<file path="config.mk">
export PLATFORM = sky130hd
export DESIGN_NAME = ssp_port
export DESIGN_NICKNAME = d
export VERILOG_FILES = /design/src/design/ssp_port.v
export VERILOG_INCLUDE_DIRS = /design/src /design/src/design
export SDC_FILE = /design/constraint.sdc
export NUM_CORES = 1
export LEC_CHECK = 0
export BUFFER_PORTS_ARGS = -buffer_cell sky130_fd_sc_hd__buf_4
export CAP_MARGIN = 20
export CORE_ASPECT_RATIO = 0.7
export CORE_MARGIN = 5
export CORE_UTILIZATION = 40
export DETAILED_ROUTE_END_ITERATION = 7
export PLACE_DENSITY_LB_ADDON = 0.3
export SLEW_MARGIN = 10
export SYNTH_ARGS = -nofsm -noshare
export SYNTH_HDL_FRONTEND = slang
export SYNTH_SLANG_ARGS = --single-unit
</file>
<file path="constraint.sdc">
create_clock -name clk -period 2 [get_ports clk]
set_input_delay 0.4 -clock clk [delete_from_list [all_inputs] [get_ports clk]]
set_output_delay 0.4 -clock clk [all_outputs]
set_load 0.005 [all_outputs]
</file>
<file path="src/design/ssp_regs.vh">
// register offsets, field positions, reset values and clock dividers of the
// clocked serial port; included by the port's design file.
//
// Function
// run-request one starts transfers, zero stops them after the current byte
// forced-halt one aborts at once and clears itself after taking effect
// forced halt resets run-request, status, receive and transmit buffers
// transfer-kind 00 send, 01 receive, 10 both, 11 reserved
// bit-order zero shifts from bit 7, one from bit 0, both directions
// clock-select 000..110 picks fc/2^12..fc/2^3, or fs/2^4 selections
// clock-select 111 shifts on the clock driven into the serial-clock pin
// software changes kind, order and clock only while transfer-active is zero
// transfer-active reads one while transfers run, zero once finished
// partial-byte reads one during clocks one to seven of a byte; the code keeps it one until the rising edge of clock eight
// transmit-empty reads one when the transmit buffer holds nothing
// receive-full reads one while the receive buffer holds unread data
// send-fault sets on external-clock underrun; write zero clears it
// receive-fault sets on external-clock overrun; write zero clears it
// clearing run-request leaves both fault bits as they are
// receive buffer read-only, transmit buffer write-only, one shared address
// software avoids read-modify-write on the transmit buffer address
// transmit buffer write while not empty is discarded
// software checks transmit-empty before writing each byte
// internal clock: serial-clock output stays high between transfers
// reserved transfer-kind 11 gives no activity on the serial pins
`ifndef SSP_REGS_VH
`define SSP_REGS_VH

`define SSP_ADDR_BYTE_BUF 8'h2b
`define SSP_ADDR_CONTROL 8'h31
`define SSP_ADDR_STATUS 8'h32

// control fields
`define SSP_CR_RUN 7
`define SSP_CR_HALT 6
`define SSP_CR_KIND_HI 5
`define SSP_CR_KIND_LO 4
`define SSP_CR_ORDER 3
`define SSP_CR_CLK_HI 2
`define SSP_CR_CLK_LO 0
`define SSP_CR_RESET 8'h00

// status fields, bits 1:0 read as zero
`define SSP_SR_ACTIVE 7
`define SSP_SR_PARTIAL 6
`define SSP_SR_TX_EMPTY 5
`define SSP_SR_RX_FULL 4
`define SSP_SR_SEND_FAULT 3
`define SSP_SR_RECV_FAULT 2
`define SSP_SR_RESET 8'h20
`define SSP_RXBUF_RESET 8'h00

// transfer kinds
`define SSP_KIND_SEND 2'b00
`define SSP_KIND_RECV 2'b01
`define SSP_KIND_BOTH 2'b10
`define SSP_KIND_RSVD 2'b11

// clock-select codes
`define SSP_CLK_EXT 3'b111
`define SSP_CLK_SLOW 3'b000

// half-period masks of fc/2^n: toggle every 2^(n-1) fc cycles
`define SSP_DIV_W 12
`define SSP_HALF_12 12'h7ff
`define SSP_HALF_8 12'h07f
`define SSP_HALF_7 12'h03f
`define SSP_HALF_6 12'h01f
`define SSP_HALF_5 12'h00f
`define SSP_HALF_4 12'h007
`define SSP_HALF_3 12'h003
// fs/2^4: toggle every 8 fs periods
`define SSP_FS_HALF 3'h7
`define SSP_BITS_PER_BYTE 4'h8

`endif
</file>
<file path="src/design/ssp_port.v">
// clocked 8-bit serial port: control, status, byte buffers and shift engine.
// assumes all inputs synchronous to clk; fs_clk is sampled and edge-detected,
// and an external serial clock must stay at each level at least 4 clk cycles.
`timescale 1ns/100ps
`include "ssp_regs.vh"

module ssp_port (
   input wire clk,
   input wire rst_b,
   input wire [7:0] addr,
   input wire [7:0] wdata,
   input wire wr,
   input wire rd,
   output reg [7:0] rdata,
   input wire divider_select,
   input wire low_speed,
   input wire fs_clk,
   input wire serial_clock_pin_in,
   output reg serial_clock_pin_out,
   output reg serial_clock_pin_oe,
   input wire serial_data_in_pin,
   output reg serial_data_out_pin
);

   reg run_r;
   reg halt_r;
   reg [1:0] kind_r;
   reg order_r;
   reg [2:0] clk_sel_r;
   reg active_r;
   reg partial_r;
   reg tx_empty_r;
   reg rx_full_r;
   reg send_fault_r;
   reg recv_fault_r;
   reg [7:0] rx_buf_r;
   reg [7:0] tx_buf_r;
   reg [7:0] shift_r;
   reg [3:0] bit_cnt_r;
   reg busy_r;
   reg sck_int_r;
   reg ext_sck_prev_r;
   reg fs_prev_r;
   reg [2:0] fs_cnt_r;
   reg [`SSP_DIV_W-1:0] div_r;

   reg [`SSP_DIV_W-1:0] half_mask;
   reg int_tick;
   wire ext_mode;
   wire kind_ok;
   wire tx_mode;
   wire rx_mode;
   wire fs_rise;
   wire ext_fall;
   wire ext_rise;
   wire int_start;
   wire int_fall;
   wire int_rise;
   wire ext_start;
   wire fall_ev;
   wire rise_ev;
   wire start_ev;
   wire byte_done;
   wire out_bit;
   wire [7:0] shifted;
   wire wr_buf;
   wire rd_buf;
   wire wr_ctrl;
   wire wr_stat;

   assign wr_buf = wr && (addr == `SSP_ADDR_BYTE_BUF);
   assign rd_buf = rd && (addr == `SSP_ADDR_BYTE_BUF);
   assign wr_ctrl = wr && (addr == `SSP_ADDR_CONTROL);
   assign wr_stat = wr && (addr == `SSP_ADDR_STATUS);

   assign ext_mode = (clk_sel_r == `SSP_CLK_EXT);
   assign kind_ok = (kind_r != `SSP_KIND_RSVD);
   assign tx_mode = (kind_r == `SSP_KIND_SEND) || (kind_r == `SSP_KIND_BOTH);
   assign rx_mode = (kind_r == `SSP_KIND_RECV) || (kind_r == `SSP_KIND_BOTH);

   // clock rate selection; reserved low-speed codes never tick
   always @* begin
      half_mask = `SSP_HALF_12;
      case (clk_sel_r)
         3'h0: half_mask = `SSP_HALF_12;
         3'h1: half_mask = `SSP_HALF_8;
         3'h2: half_mask = `SSP_HALF_7;
         3'h3: half_mask = `SSP_HALF_6;
         3'h4: half_mask = `SSP_HALF_5;
         3'h5: half_mask = `SSP_HALF_4;
         3'h6: half_mask = `SSP_HALF_3;
         default: half_mask = `SSP_HALF_3;
      endcase
   end

   assign fs_rise = fs_clk && !fs_prev_r;

   always @* begin
      int_tick = 1'b0;
      if (ext_mode) begin
         int_tick = 1'b0;
      end else if (clk_sel_r == `SSP_CLK_SLOW &&
                   (divider_select || low_speed)) begin
         int_tick = fs_rise && (fs_cnt_r == `SSP_FS_HALF);
      end else if (!low_speed) begin
         int_tick = ((div_r & half_mask) == half_mask);
      end
   end

   // internal clock: a byte starts only when its buffers allow, which is
   // the automatic wait; the clock idles high while not busy
   assign int_start = !ext_mode && !busy_r && run_r && kind_ok && int_tick &&
                      !(tx_mode && tx_empty_r) && !(rx_mode && rx_full_r);
   assign int_fall = int_start || (busy_r && int_tick && sck_int_r);
   assign int_rise = busy_r && int_tick && !sck_int_r;

   // external clock edges come straight from the pin, already synchronous
   assign ext_fall = ext_mode && ext_sck_prev_r && !serial_clock_pin_in;
   assign ext_rise = ext_mode && !ext_sck_prev_r && serial_clock_pin_in;
   assign ext_start = ext_fall && !busy_r && run_r && kind_ok;

   assign start_ev = int_start || ext_start;
   assign fall_ev = int_fall || (ext_fall && (busy_r || ext_start));
   assign rise_ev = int_rise || (ext_rise && busy_r);
   assign byte_done = rise_ev && (bit_cnt_r == `SSP_BITS_PER_BYTE - 4'h1);

   // the first bit comes from the buffer itself on the starting edge
   assign out_bit = order_r ? (start_ev ? tx_buf_r[0] : shift_r[0]) :
                    (start_ev ? tx_buf_r[7] : shift_r[7]);
   assign shifted = order_r ? {serial_data_in_pin, shift_r[7:1]} :
                    {shift_r[6:0], serial_data_in_pin};

   always @(posedge clk) begin
      if (!rst_b) begin
         run_r <= 1'b0;
         halt_r <= 1'b0;
         kind_r <= 2'b00;
         order_r <= 1'b0;
         clk_sel_r <= 3'h0;
         active_r <= 1'b0;
         partial_r <= 1'b0;
         tx_empty_r <= 1'b1;
         rx_full_r <= 1'b0;
         send_fault_r <= 1'b0;
         recv_fault_r <= 1'b0;
         rx_buf_r <= `SSP_RXBUF_RESET;
         tx_buf_r <= 8'h00;
         shift_r <= 8'h00;
         bit_cnt_r <= 4'h0;
         busy_r <= 1'b0;
         sck_int_r <= 1'b1;
         ext_sck_prev_r <= 1'b1;
         fs_prev_r <= 1'b0;
         fs_cnt_r <= 3'h0;
         div_r <= {`SSP_DIV_W{1'b0}};
         rdata <= 8'h00;
         serial_clock_pin_out <= 1'b1;
         serial_clock_pin_oe <= 1'b0;
         serial_data_out_pin <= 1'b1;
      end else begin
         div_r <= div_r + {{(`SSP_DIV_W-1){1'b0}}, 1'b1};
         fs_prev_r <= fs_clk;
         if (fs_rise)
            fs_cnt_r <= fs_cnt_r + 3'h1;
         ext_sck_prev_r <= serial_clock_pin_in;

         // read data stand one cycle after the strobe
         rdata <= 8'h00;
         if (rd && addr == `SSP_ADDR_BYTE_BUF) begin
            rdata <= rx_buf_r;
         end else if (rd && addr == `SSP_ADDR_CONTROL) begin
            rdata <= {run_r, halt_r, kind_r, order_r, clk_sel_r};
         end else if (rd && addr == `SSP_ADDR_STATUS) begin
            rdata <= {active_r, partial_r, tx_empty_r, rx_full_r,
                      send_fault_r, recv_fault_r, 2'b00};
         end

         if (halt_r) begin
            // halt applies one cycle after the write, then clears itself
            halt_r <= 1'b0;
            run_r <= 1'b0;
            active_r <= 1'b0;
            partial_r <= 1'b0;
            tx_empty_r <= 1'b1;
            rx_full_r <= 1'b0;
            send_fault_r <= 1'b0;
            recv_fault_r <= 1'b0;
            rx_buf_r <= `SSP_RXBUF_RESET;
            tx_buf_r <= 8'h00;
            bit_cnt_r <= 4'h0;
            busy_r <= 1'b0;
            sck_int_r <= 1'b1;
            serial_clock_pin_out <= 1'b1;
            serial_data_out_pin <= 1'b1;
         end else begin
            if (wr_ctrl) begin
               run_r <= wdata[`SSP_CR_RUN];
               halt_r <= wdata[`SSP_CR_HALT];
               kind_r <= wdata[`SSP_CR_KIND_HI:`SSP_CR_KIND_LO];
               order_r <= wdata[`SSP_CR_ORDER];
               clk_sel_r <= wdata[`SSP_CR_CLK_HI:`SSP_CR_CLK_LO];
            end

            // transmit buffer: accepted only while empty
            if (wr_buf && tx_empty_r) begin
               tx_buf_r <= wdata;
               tx_empty_r <= 1'b0;
            end
            if (start_ev && tx_mode && !tx_empty_r)
               tx_empty_r <= 1'b1;

            // receive buffer read frees it; a byte landing now wins
            if (rd_buf)
               rx_full_r <= 1'b0;

            // fault flags: zero write clears, a new fault wins
            if (wr_stat && !wdata[`SSP_SR_SEND_FAULT])
               send_fault_r <= 1'b0;
            if (wr_stat && !wdata[`SSP_SR_RECV_FAULT])
               recv_fault_r <= 1'b0;
            if (ext_start && tx_mode && tx_empty_r)
               send_fault_r <= 1'b1;

            if (start_ev) begin
               busy_r <= 1'b1;
               active_r <= 1'b1;
               bit_cnt_r <= 4'h0;
               shift_r <= tx_buf_r;
            end
            if (fall_ev) begin
               partial_r <= 1'b1;
               if (!ext_mode)
                  sck_int_r <= 1'b0;
               // send fault and receive-only hold the data line high
               if (tx_mode && !(ext_start && tx_empty_r) && !send_fault_r)
                  serial_data_out_pin <= out_bit;
               else
                  serial_data_out_pin <= 1'b1;
            end
            if (rise_ev) begin
               if (!ext_mode)
                  sck_int_r <= 1'b1;
               shift_r <= shifted;
               bit_cnt_r <= bit_cnt_r + 4'h1;
            end
            if (byte_done) begin
               busy_r <= 1'b0;
               partial_r <= 1'b0;
               bit_cnt_r <= 4'h0;
               if (rx_mode) begin
                  if (rx_full_r && !rd_buf && ext_mode) begin
                     recv_fault_r <= 1'b1;
                  end else if (!recv_fault_r) begin
                     // buffer stays protected while the overrun stands
                     rx_buf_r <= shifted;
                     rx_full_r <= 1'b1;
                  end
               end
            end
            // finished once idle with no run request; faults untouched
            if (!run_r && !busy_r && !start_ev)
               active_r <= 1'b0;

            serial_clock_pin_oe <= !ext_mode && kind_ok;
            if (ext_mode)
               serial_clock_pin_out <= 1'b1;
            else if (fall_ev)
               serial_clock_pin_out <= 1'b0;
            else if (rise_ev)
               serial_clock_pin_out <= 1'b1;
            if (!busy_r && !start_ev && !fall_ev)
               serial_data_out_pin <= 1'b1;
         end
      end
   end

endmodule

</file>
==> metrics.md, run 1 <==
| Metric | Value |
|---|---|
| EDFF count, synth | 0 |
| I/O pins | 36 |
| Slowest cell delay on critical path | 0.36 ns |
| Starting Density | 40.5% |
| Cts hold-fix bufs | 0 |
| Least-Margin Pin Slew | 0.443 ns |
| Pwr/cell area | 692 mW/mm^2 |
| Maximum vdd drop | 0.000391 V |
| Clock root cell | clkbuf_16 |
| Failing checks | setup timing |
| Final Cycle Share | 103% |
| Vias | 2,979 |
| R2R Path Start | kind_r[1] |
| Post-DP HPWL | 6900 um |
| Layout area overhead | 34.7% |
| Number of max-cap violations | 0 |
| Final Hold Viols | 0 |
| Routed WL | 9220 um |
| Synth Register Bits | 71 |
| Mapped Cells | 367 |
| Crit Path Class | register to register |
| Hold crit path type | primary input to register |
| Setup WS post-layout | -0.0576 ns |
| Relative slew slack | 69.7% |
| Post-DR wirelength/cell | 16.5 um |
| GPL Wtd Cong | 0.921 |
| Grt total ovfl | 0 |
| Final Critical Period | 2.06 ns |
| Port-buffer cells | 35 |
| Worst hold path cell count | 2 |
| Ant diodes | 0 |
| Synthesized cell area | 0.00338 mm^2 |
| Filler cells | 747 |
| Register area share after synthesis | 42.0% |
| Reg area | 0.00144 mm^2 |
| Ys Warns | 0 |
| Leak pwr | 0.00176 uW |
| Post-DR vias/cell | 5.34 |
| Data arrival time of the worst path | 2.25 ns |
| Critical-path cell list | ha_2 > nor3b_4 > nand3_2 > or3_4 > a2111oi_4 > o211a_1 > a32oi_1 |
| Final setup viols | 9 |
| Skew final | 0.00689 ns |
| Largest net degree at the start of global routing | 25 |
| Total CTS buffers | 9 |
| Core box area | 0.00834 mm^2 |
| Share of cells above drive strength 1 | 35.8% |
| Max Transition Viols Final | 0 |
| Sink Count | 71 |
| Hold_sp | fs_clk |
| WHS | 0.278 ns |
| Crit-path slowest cell | or3_4 |
| Outcome | complete, but fails checks |
| Clk slew on worst S/H paths | 0.05 ns |
| First-pass GRT wire length | 15,100 um |
| Most common cell after layout, fill and taps aside | buf_4 |
| Tot GR Track Use | 18.8% |
| TritonRoute pass-1 iters | 4 |
| Ys async rst share | 0% |
| Syn avg cell area | 9.21 um^2 |
| Required time worst endpoint | 2.19 ns |
| Synthesized Nets | 399 |
| Worst-Skew Late Latency | 0.33 ns |
| Flop2flop setup slack | -0.06 ns |
| Final ANT Viol Nets | 0 |
| Die area | 0.0104 mm^2 |
| R2R Path End | serial_data_out_pin |
| Min-Delay Endpoint | fs_prev_r |
| Final core occ | 54.6% |
| Post-synth cell types | 59 |
| Vias in the first global route | 2,933 |
| Final net count | 482 |
| Initial DRC count | 273 |
| Antenna violations before repair | 0 |
| CTS Buffer Depth | 2 |
| Register-to-Register Path Depth | 7 |
| Crit path capture type | register |
| Rows | 28 |
| CTS tree | yes |
| Most frequent cells in the layout | buf_4 (90), dfxtp_1 (60), nand2_1 (42) |
| Final total power | 3150 uW |
| Vert. Die Dim | 86.9 um |
| Leading register cell type out of synthesis | dfxtp_1 |
| Setup total negative slack | -0.323 ns |
| Die Wd | 120 um |
| Max FO, Critical Path | 3 |
| Worst setup SP type | register |
| Unrepaired setup endpoints after global routing | true |
| Number of remaining DRC errors | 0 |
| H-tree levels | 3 |
| Multi-input logic area | 0.00196 mm^2 |
| Fmax | 0.486 GHz |
power by group:
| part | switching [uW] | total (uW) | internal [uW] |
|---|---|---|---|
| registers | 10.7 | 1440 | 1430 |
| clock network | 571 | 1550 | 979 |
| logic | 73.7 | 161 | 87.5 |
| total | 656 | 3150 | 2490 |
registers in the layout (all words and copies together) (netlist names), 2 cells and up, named ones only:
signal	flops
bit_cnt_r	4
clk_sel_r	3
div_r	11
fs_cnt_r	3
kind_r	2
rdata	8
rx_buf_r	8
shift_r	8
tx_buf_r	8
synth_stat cells, drive strengths merged (3+ instances only):
cell type | instances | share of area, %
nand3 | 11 | 1.6
a22oi | 9 | 2.1
and2 | 13 | 2.4
mux2i | 20 | 5.9
a221o | 9 | 2.7
buf | 10 | 2.3
inv | 6 | 0.67
a222oi | 3 | 0.89
xor2 | 3 | 0.78
nor3 | 3 | 0.44
nor2 | 31 | 3.6
dfxtp | 71 | 42
nor3b | 4 | 1.2
nand2 | 43 | 4.8
nand4 | 3 | 0.56
ha | 7 | 2.6
mux2 | 9 | 3.0
a21boi | 13 | 3.1
or3 | 3 | 0.56
o31ai | 3 | 1.1
a21oi | 13 | 1.9
clkbuf | 11 | 1.2
xnor2 | 6 | 1.6
o21ai | 17 | 2.5
and3 | 5 | 0.96
nor2b | 13 | 2.4
metal layers:
layer  wire (um)  GRT usage [%]  vias up
met5           0              0        -
met4         117           5.72        0
met3         708           5.45       13
met2        3780           27.1       97
met1        4620           27.0     1393
li1            -              -     1476
stage by stage:
step	instances	cell area [um^2]	setup slack, ns
floorplan	367	3400	-0.00920
global placement	541	4100	-0.218
detailed placement	541	4100	-0.254
CTS	556	4470	-0.0974
global route	558	4550	-0.138
finish	558	4550	-0.0576
worst max path at each step:
stage,from,end,slack [ns],cells past startpoint
after floorplan,addr[2],rdata[3],-0.009,7
after global placement,addr[2],rdata[6],-0.22,8
after detailed placement,addr[2],rx_buf_r[5],-0.25,8
after CTS,div_r[9],shift_r[5],-0.1,8
after global routing,kind_r[1],serial_data_out_pin,-0.14,7
final,kind_r[1],serial_data_out_pin,-0.06,7
cell families after synthesis:
family	synth area share (%)
compound gates	17.8
xor+xnor	2.33
fa+ha+maj	2.59
buf+inv	4.18
flops	42.0
mux	8.92
simple gates	22.1
repair_timing:
action	CTS	global route
endpoints found under the setup margin	22	31
pin swaps	14	13
resized for setup	22	22
buffers inserted	1	2
final cells by class:
type | count | area share [%]
Clock buffer | 10 | 5.25
Clock inverter | 4 | 1.04
Inverter | 6 | 0.495
Multi-Input combinational cell | 269 | 43.0
Tap cell | 105 | 2.89
Timing Repair Buffer | 93 | 15.8
Sequential cell | 71 | 31.6
critical path, delay by kind of cell, from the launching register on:
kind                       cells  cell delay (ns)
AOI/OAI and AO/OA              3             0.62
adders and majority gates      1             0.21
DFF                            1             0.34
and+or+nand+nor                3             0.74
Power figures use the tool's default switching activity.
==> inputs of run 2 (changes only) <==
--- a/config.mk
+++ b/config.mk
@@ -13,6 +13,7 @@
 export CORE_UTILIZATION = 40
 export DETAILED_ROUTE_END_ITERATION = 7
 export PLACE_DENSITY_LB_ADDON = 0.3
+export REMOVE_ABC_BUFFERS = 1
 export SLEW_MARGIN = 10
 export SYNTH_ARGS = -nofsm -noshare
 export SYNTH_HDL_FRONTEND = slang
==> run 2 against run 1 <==
The flow still finishes with violations (setup timing). Non-clock buffer count decreased by 2. Wire length up 4.7%. Sequential power about the same. Combinational power shrank 2%. Sequential cell count did not move. Critical path type unchanged. Via count grew 1.5%.
==> metrics.md, run 2 (synthesis gave the netlist of run 1 again) <==
| Metric | Value |
|---|---|
| Ant diodes | 0 (unchanged) |
| Setup crit start | div_r[8] |
| Reg area | 0.00143 mm^2 (-0.26%) |
| Maximum vdd drop | 0.000483 V (+23%) |
| Post-DR wirelength/cell | 17.3 um (+4.7%) |
| Die area | 0.0104 mm^2 (unchanged) |
| CTS Buffer Depth | 2 (unchanged) |
| Setup total negative slack | -0.424 ns (-0.100 ns) |
| Skew final | 0.00917 ns (+0.00228 ns) |
| Largest net degree at the start of global routing | 28 (+12%) |
| Total CTS buffers | 9 (unchanged) |
| Final Cell Area | 0.00458 mm^2 (+0.55%) |
| Filler cells | 752 (+0.67%) |
| CTS tree | yes |
| TritonRoute pass-1 iters | 5 (+1) |
| Worst setup SP type | register |
| Share of cells above drive strength 1 | 36.6% (+0.88 points) |
| DP Area | 0.00405 mm^2 (-1.1%) |
| WP depth | 8 (+1) |
| Critical-path cell list | and4b_1 > a31o_2 > a211oi_4 > o31ai_4 > a22oi_2 > buf_6 > nor2_1 > a221o_1 |
| Vias | 3,024 (+1.5%) |
| Routed WL | 9650 um (+4.7%) |
| Leak pwr | 0.00177 uW (+0.73%) |
| R2R Path Start | div_r[8] |
| Antenna violations before repair | 0 (unchanged) |
| Number of remaining DRC errors | 0 (unchanged) |
| Vias in the first global route | 2,902 (-1.1%) |
| Max FO, Critical Path | 8 (+5) |
| Cts hold-fix bufs | 0 (unchanged) |
| Final ANT Viol Nets | 0 (unchanged) |
| Non-filler cells in the finished layout | 558 (unchanged) |
| Placed instance count | 537 (-0.74%) |
| Sink Count | 71 (unchanged) |
| Multi-input logic area | 0.00200 mm^2 (+2.0%) |
| Hold crit path type | primary input to register |
| Rows | 28 (unchanged) |
| Grt total ovfl | 0 (unchanged) |
| Detail Route met2 WL | 4200 um (+11%) |
| Initial DRC count | 234 (-14%) |
| M1 WL | 4640 um (+0.37%) |
| Core box area | 0.00834 mm^2 (unchanged) |
| Setup crit end | shift_r[2] |
| Final net count | 480 (-0.41%) |
| Crit path capture type | register |
| Top delay family on crit path | compound AO/OA/AOI/OAI gates |
| Crit Path Class | register to register |
| Max Transition Viols Final | 0 (unchanged) |
| Most common cell after layout, fill and taps aside | buf_4 |
| Number of max-cap violations | 0 (unchanged) |
| Fmax | 0.486 GHz (about the same) |
| Slowest cell delay on critical path | 0.32 ns (-0.04 ns) |
| Final Cycle Share | 103% (about the same) |
| Largest register by flop count | div_r |
| Setup WS post-layout | -0.0582 ns (-0.000584 ns) |
| Post-DR vias/cell | 5.42 (+1.5%) |
| Clock root cell | clkbuf_16 |
| Final total power | 3090 uW (-1.9%) |
| Data arrival time of the worst path | 2.28 ns (+0.03 ns) |
| Max reg flops | 11 (unchanged) |
| I/O pins | 36 (unchanged) |
| Vert. Die Dim | 86.9 um (unchanged) |
| Layout area overhead | 35.4% |
| Relative slew slack | 65.0% (-4.7 points) |
| Pwr/cell area | 675 mW/mm^2 (-2.5%) |
| Tot GR Track Use | 19.0% (+0.27 points) |
| Post-DP HPWL | 6910 um (+0.12%) |
| Final core occ | 54.9% (+0.30 points) |
| Clk slew on worst S/H paths | 0.06 ns (about the same) |
| Final setup viols | 10 (+1) |
| Failing checks | setup timing |
| First-pass GRT wire length | 15,300 um (+1.7%) |
| Crit-path slowest cell | dfxtp_2 |
| Register-to-Register Path Depth | 8 (+1) |
| R2R Path End | shift_r[2] |
| Most frequent cells in the layout | buf_4 (85), dfxtp_1 (63), nand2_1 (42) |
| Port-buffer cells | 35 (unchanged) |
| Worst-Skew Late Latency | 0.34 ns (about the same) |
| Outcome | complete, but fails checks |
| Buf/Inv on CP | 1 (+1) |
| Final Hold Viols | 0 (unchanged) |
| Max Used Layer | met4 |
| Least-Margin Pin Slew | 0.511 ns (+0.0685 ns) |
| Final Critical Period | 2.06 ns (+0.000584 ns) |
| Starting Density | 40.5% (unchanged) |
| Metal3 WL | 622 um (-12%) |
| GPL Wtd Cong | 0.975 (+5.9%) |
| Die Wd | 120 um (unchanged) |
| Flop2flop setup slack | -0.06 ns (about the same) |
| Unrepaired setup endpoints after global routing | true |
| H-tree levels | 3 (unchanged) |
| Required time worst endpoint | 2.22 ns (+0.03 ns) |
==> run 2: layer usage <==
| metal | track usage, % | vias up |
|---|---|---|
| met1 | 25.6 | 1448 |
| li1 | - | 1464 |
| met2 | 28.3 | 92 |
| met3 | 7.34 | 20 |
| met5 | 0 | - |
| met4 | 5.82 | 0 |
==> run 2: worst min-delay path by stage <==
stage	start	endpoint	slack (ns)	depth (start not counted)
6_report	fs_clk	fs_prev_r	0.28	2
5_1_grt	fs_clk	fs_prev_r	0.29	2
3_5_place_dp	rx_buf_r[6]	rx_buf_r[6]	0.46	2
3_3_place_gp	rx_buf_r[5]	rx_buf_r[5]	0.45	2
2_1_floorplan	div_r[0]	div_r[0]	0.43	1
4_1_cts	fs_clk	fs_prev_r	0.27	2
==> run 2: timing repair <==
item | in CTS | in global routing
endpoints found under the hold margin | 0 | 0
cloned | 0 | 0
pin swaps | 16 | 8
resized for setup | 27 | 30
buffers inserted | 3 | 2
endpoints found under the setup margin | 24 | 33
==> run 2: per-stage QoR <==
stage	setup slack, ns	hold slack [ns]
6_report	-0.0582	0.281
5_1_grt	-0.141	0.285
4_1_cts	-0.0457	0.269
3_5_place_dp	-0.403	0.459
3_3_place_gp	-0.406	0.453
2_1_floorplan	-0.869	0.433
==> run 2: cell type report <==
| class | count | share of cell area, % |
|---|---|---|
| tap | 105 | 2.87 |
| clock buffer | 9 | 4.92 |
| clock inverter | 7 | 1.20 |
| multi-input combinational | 269 | 43.6 |
| timing repair buffer | 91 | 15.6 |
| inverter | 6 | 0.492 |
| sequential | 71 | 31.3 |
==> run 2: worst register-to-register path, stage by stage (launching register included) <==
cell and delay (ns):
dfxtp_2 0.32, and4b_1 0.20, a31o_2 0.26, a211oi_4 0.24
o31ai_4 0.13, a22oi_2 0.27, buf_6 0.21, nor2_1 0.06
a221o_1 0.26
==> run 2: where the power goes <==
part	switching [uW]	internal [uW]
Sequential	8.88	1430
Clock	647	851
Combinational	73.7	82.8
Total	730	2360
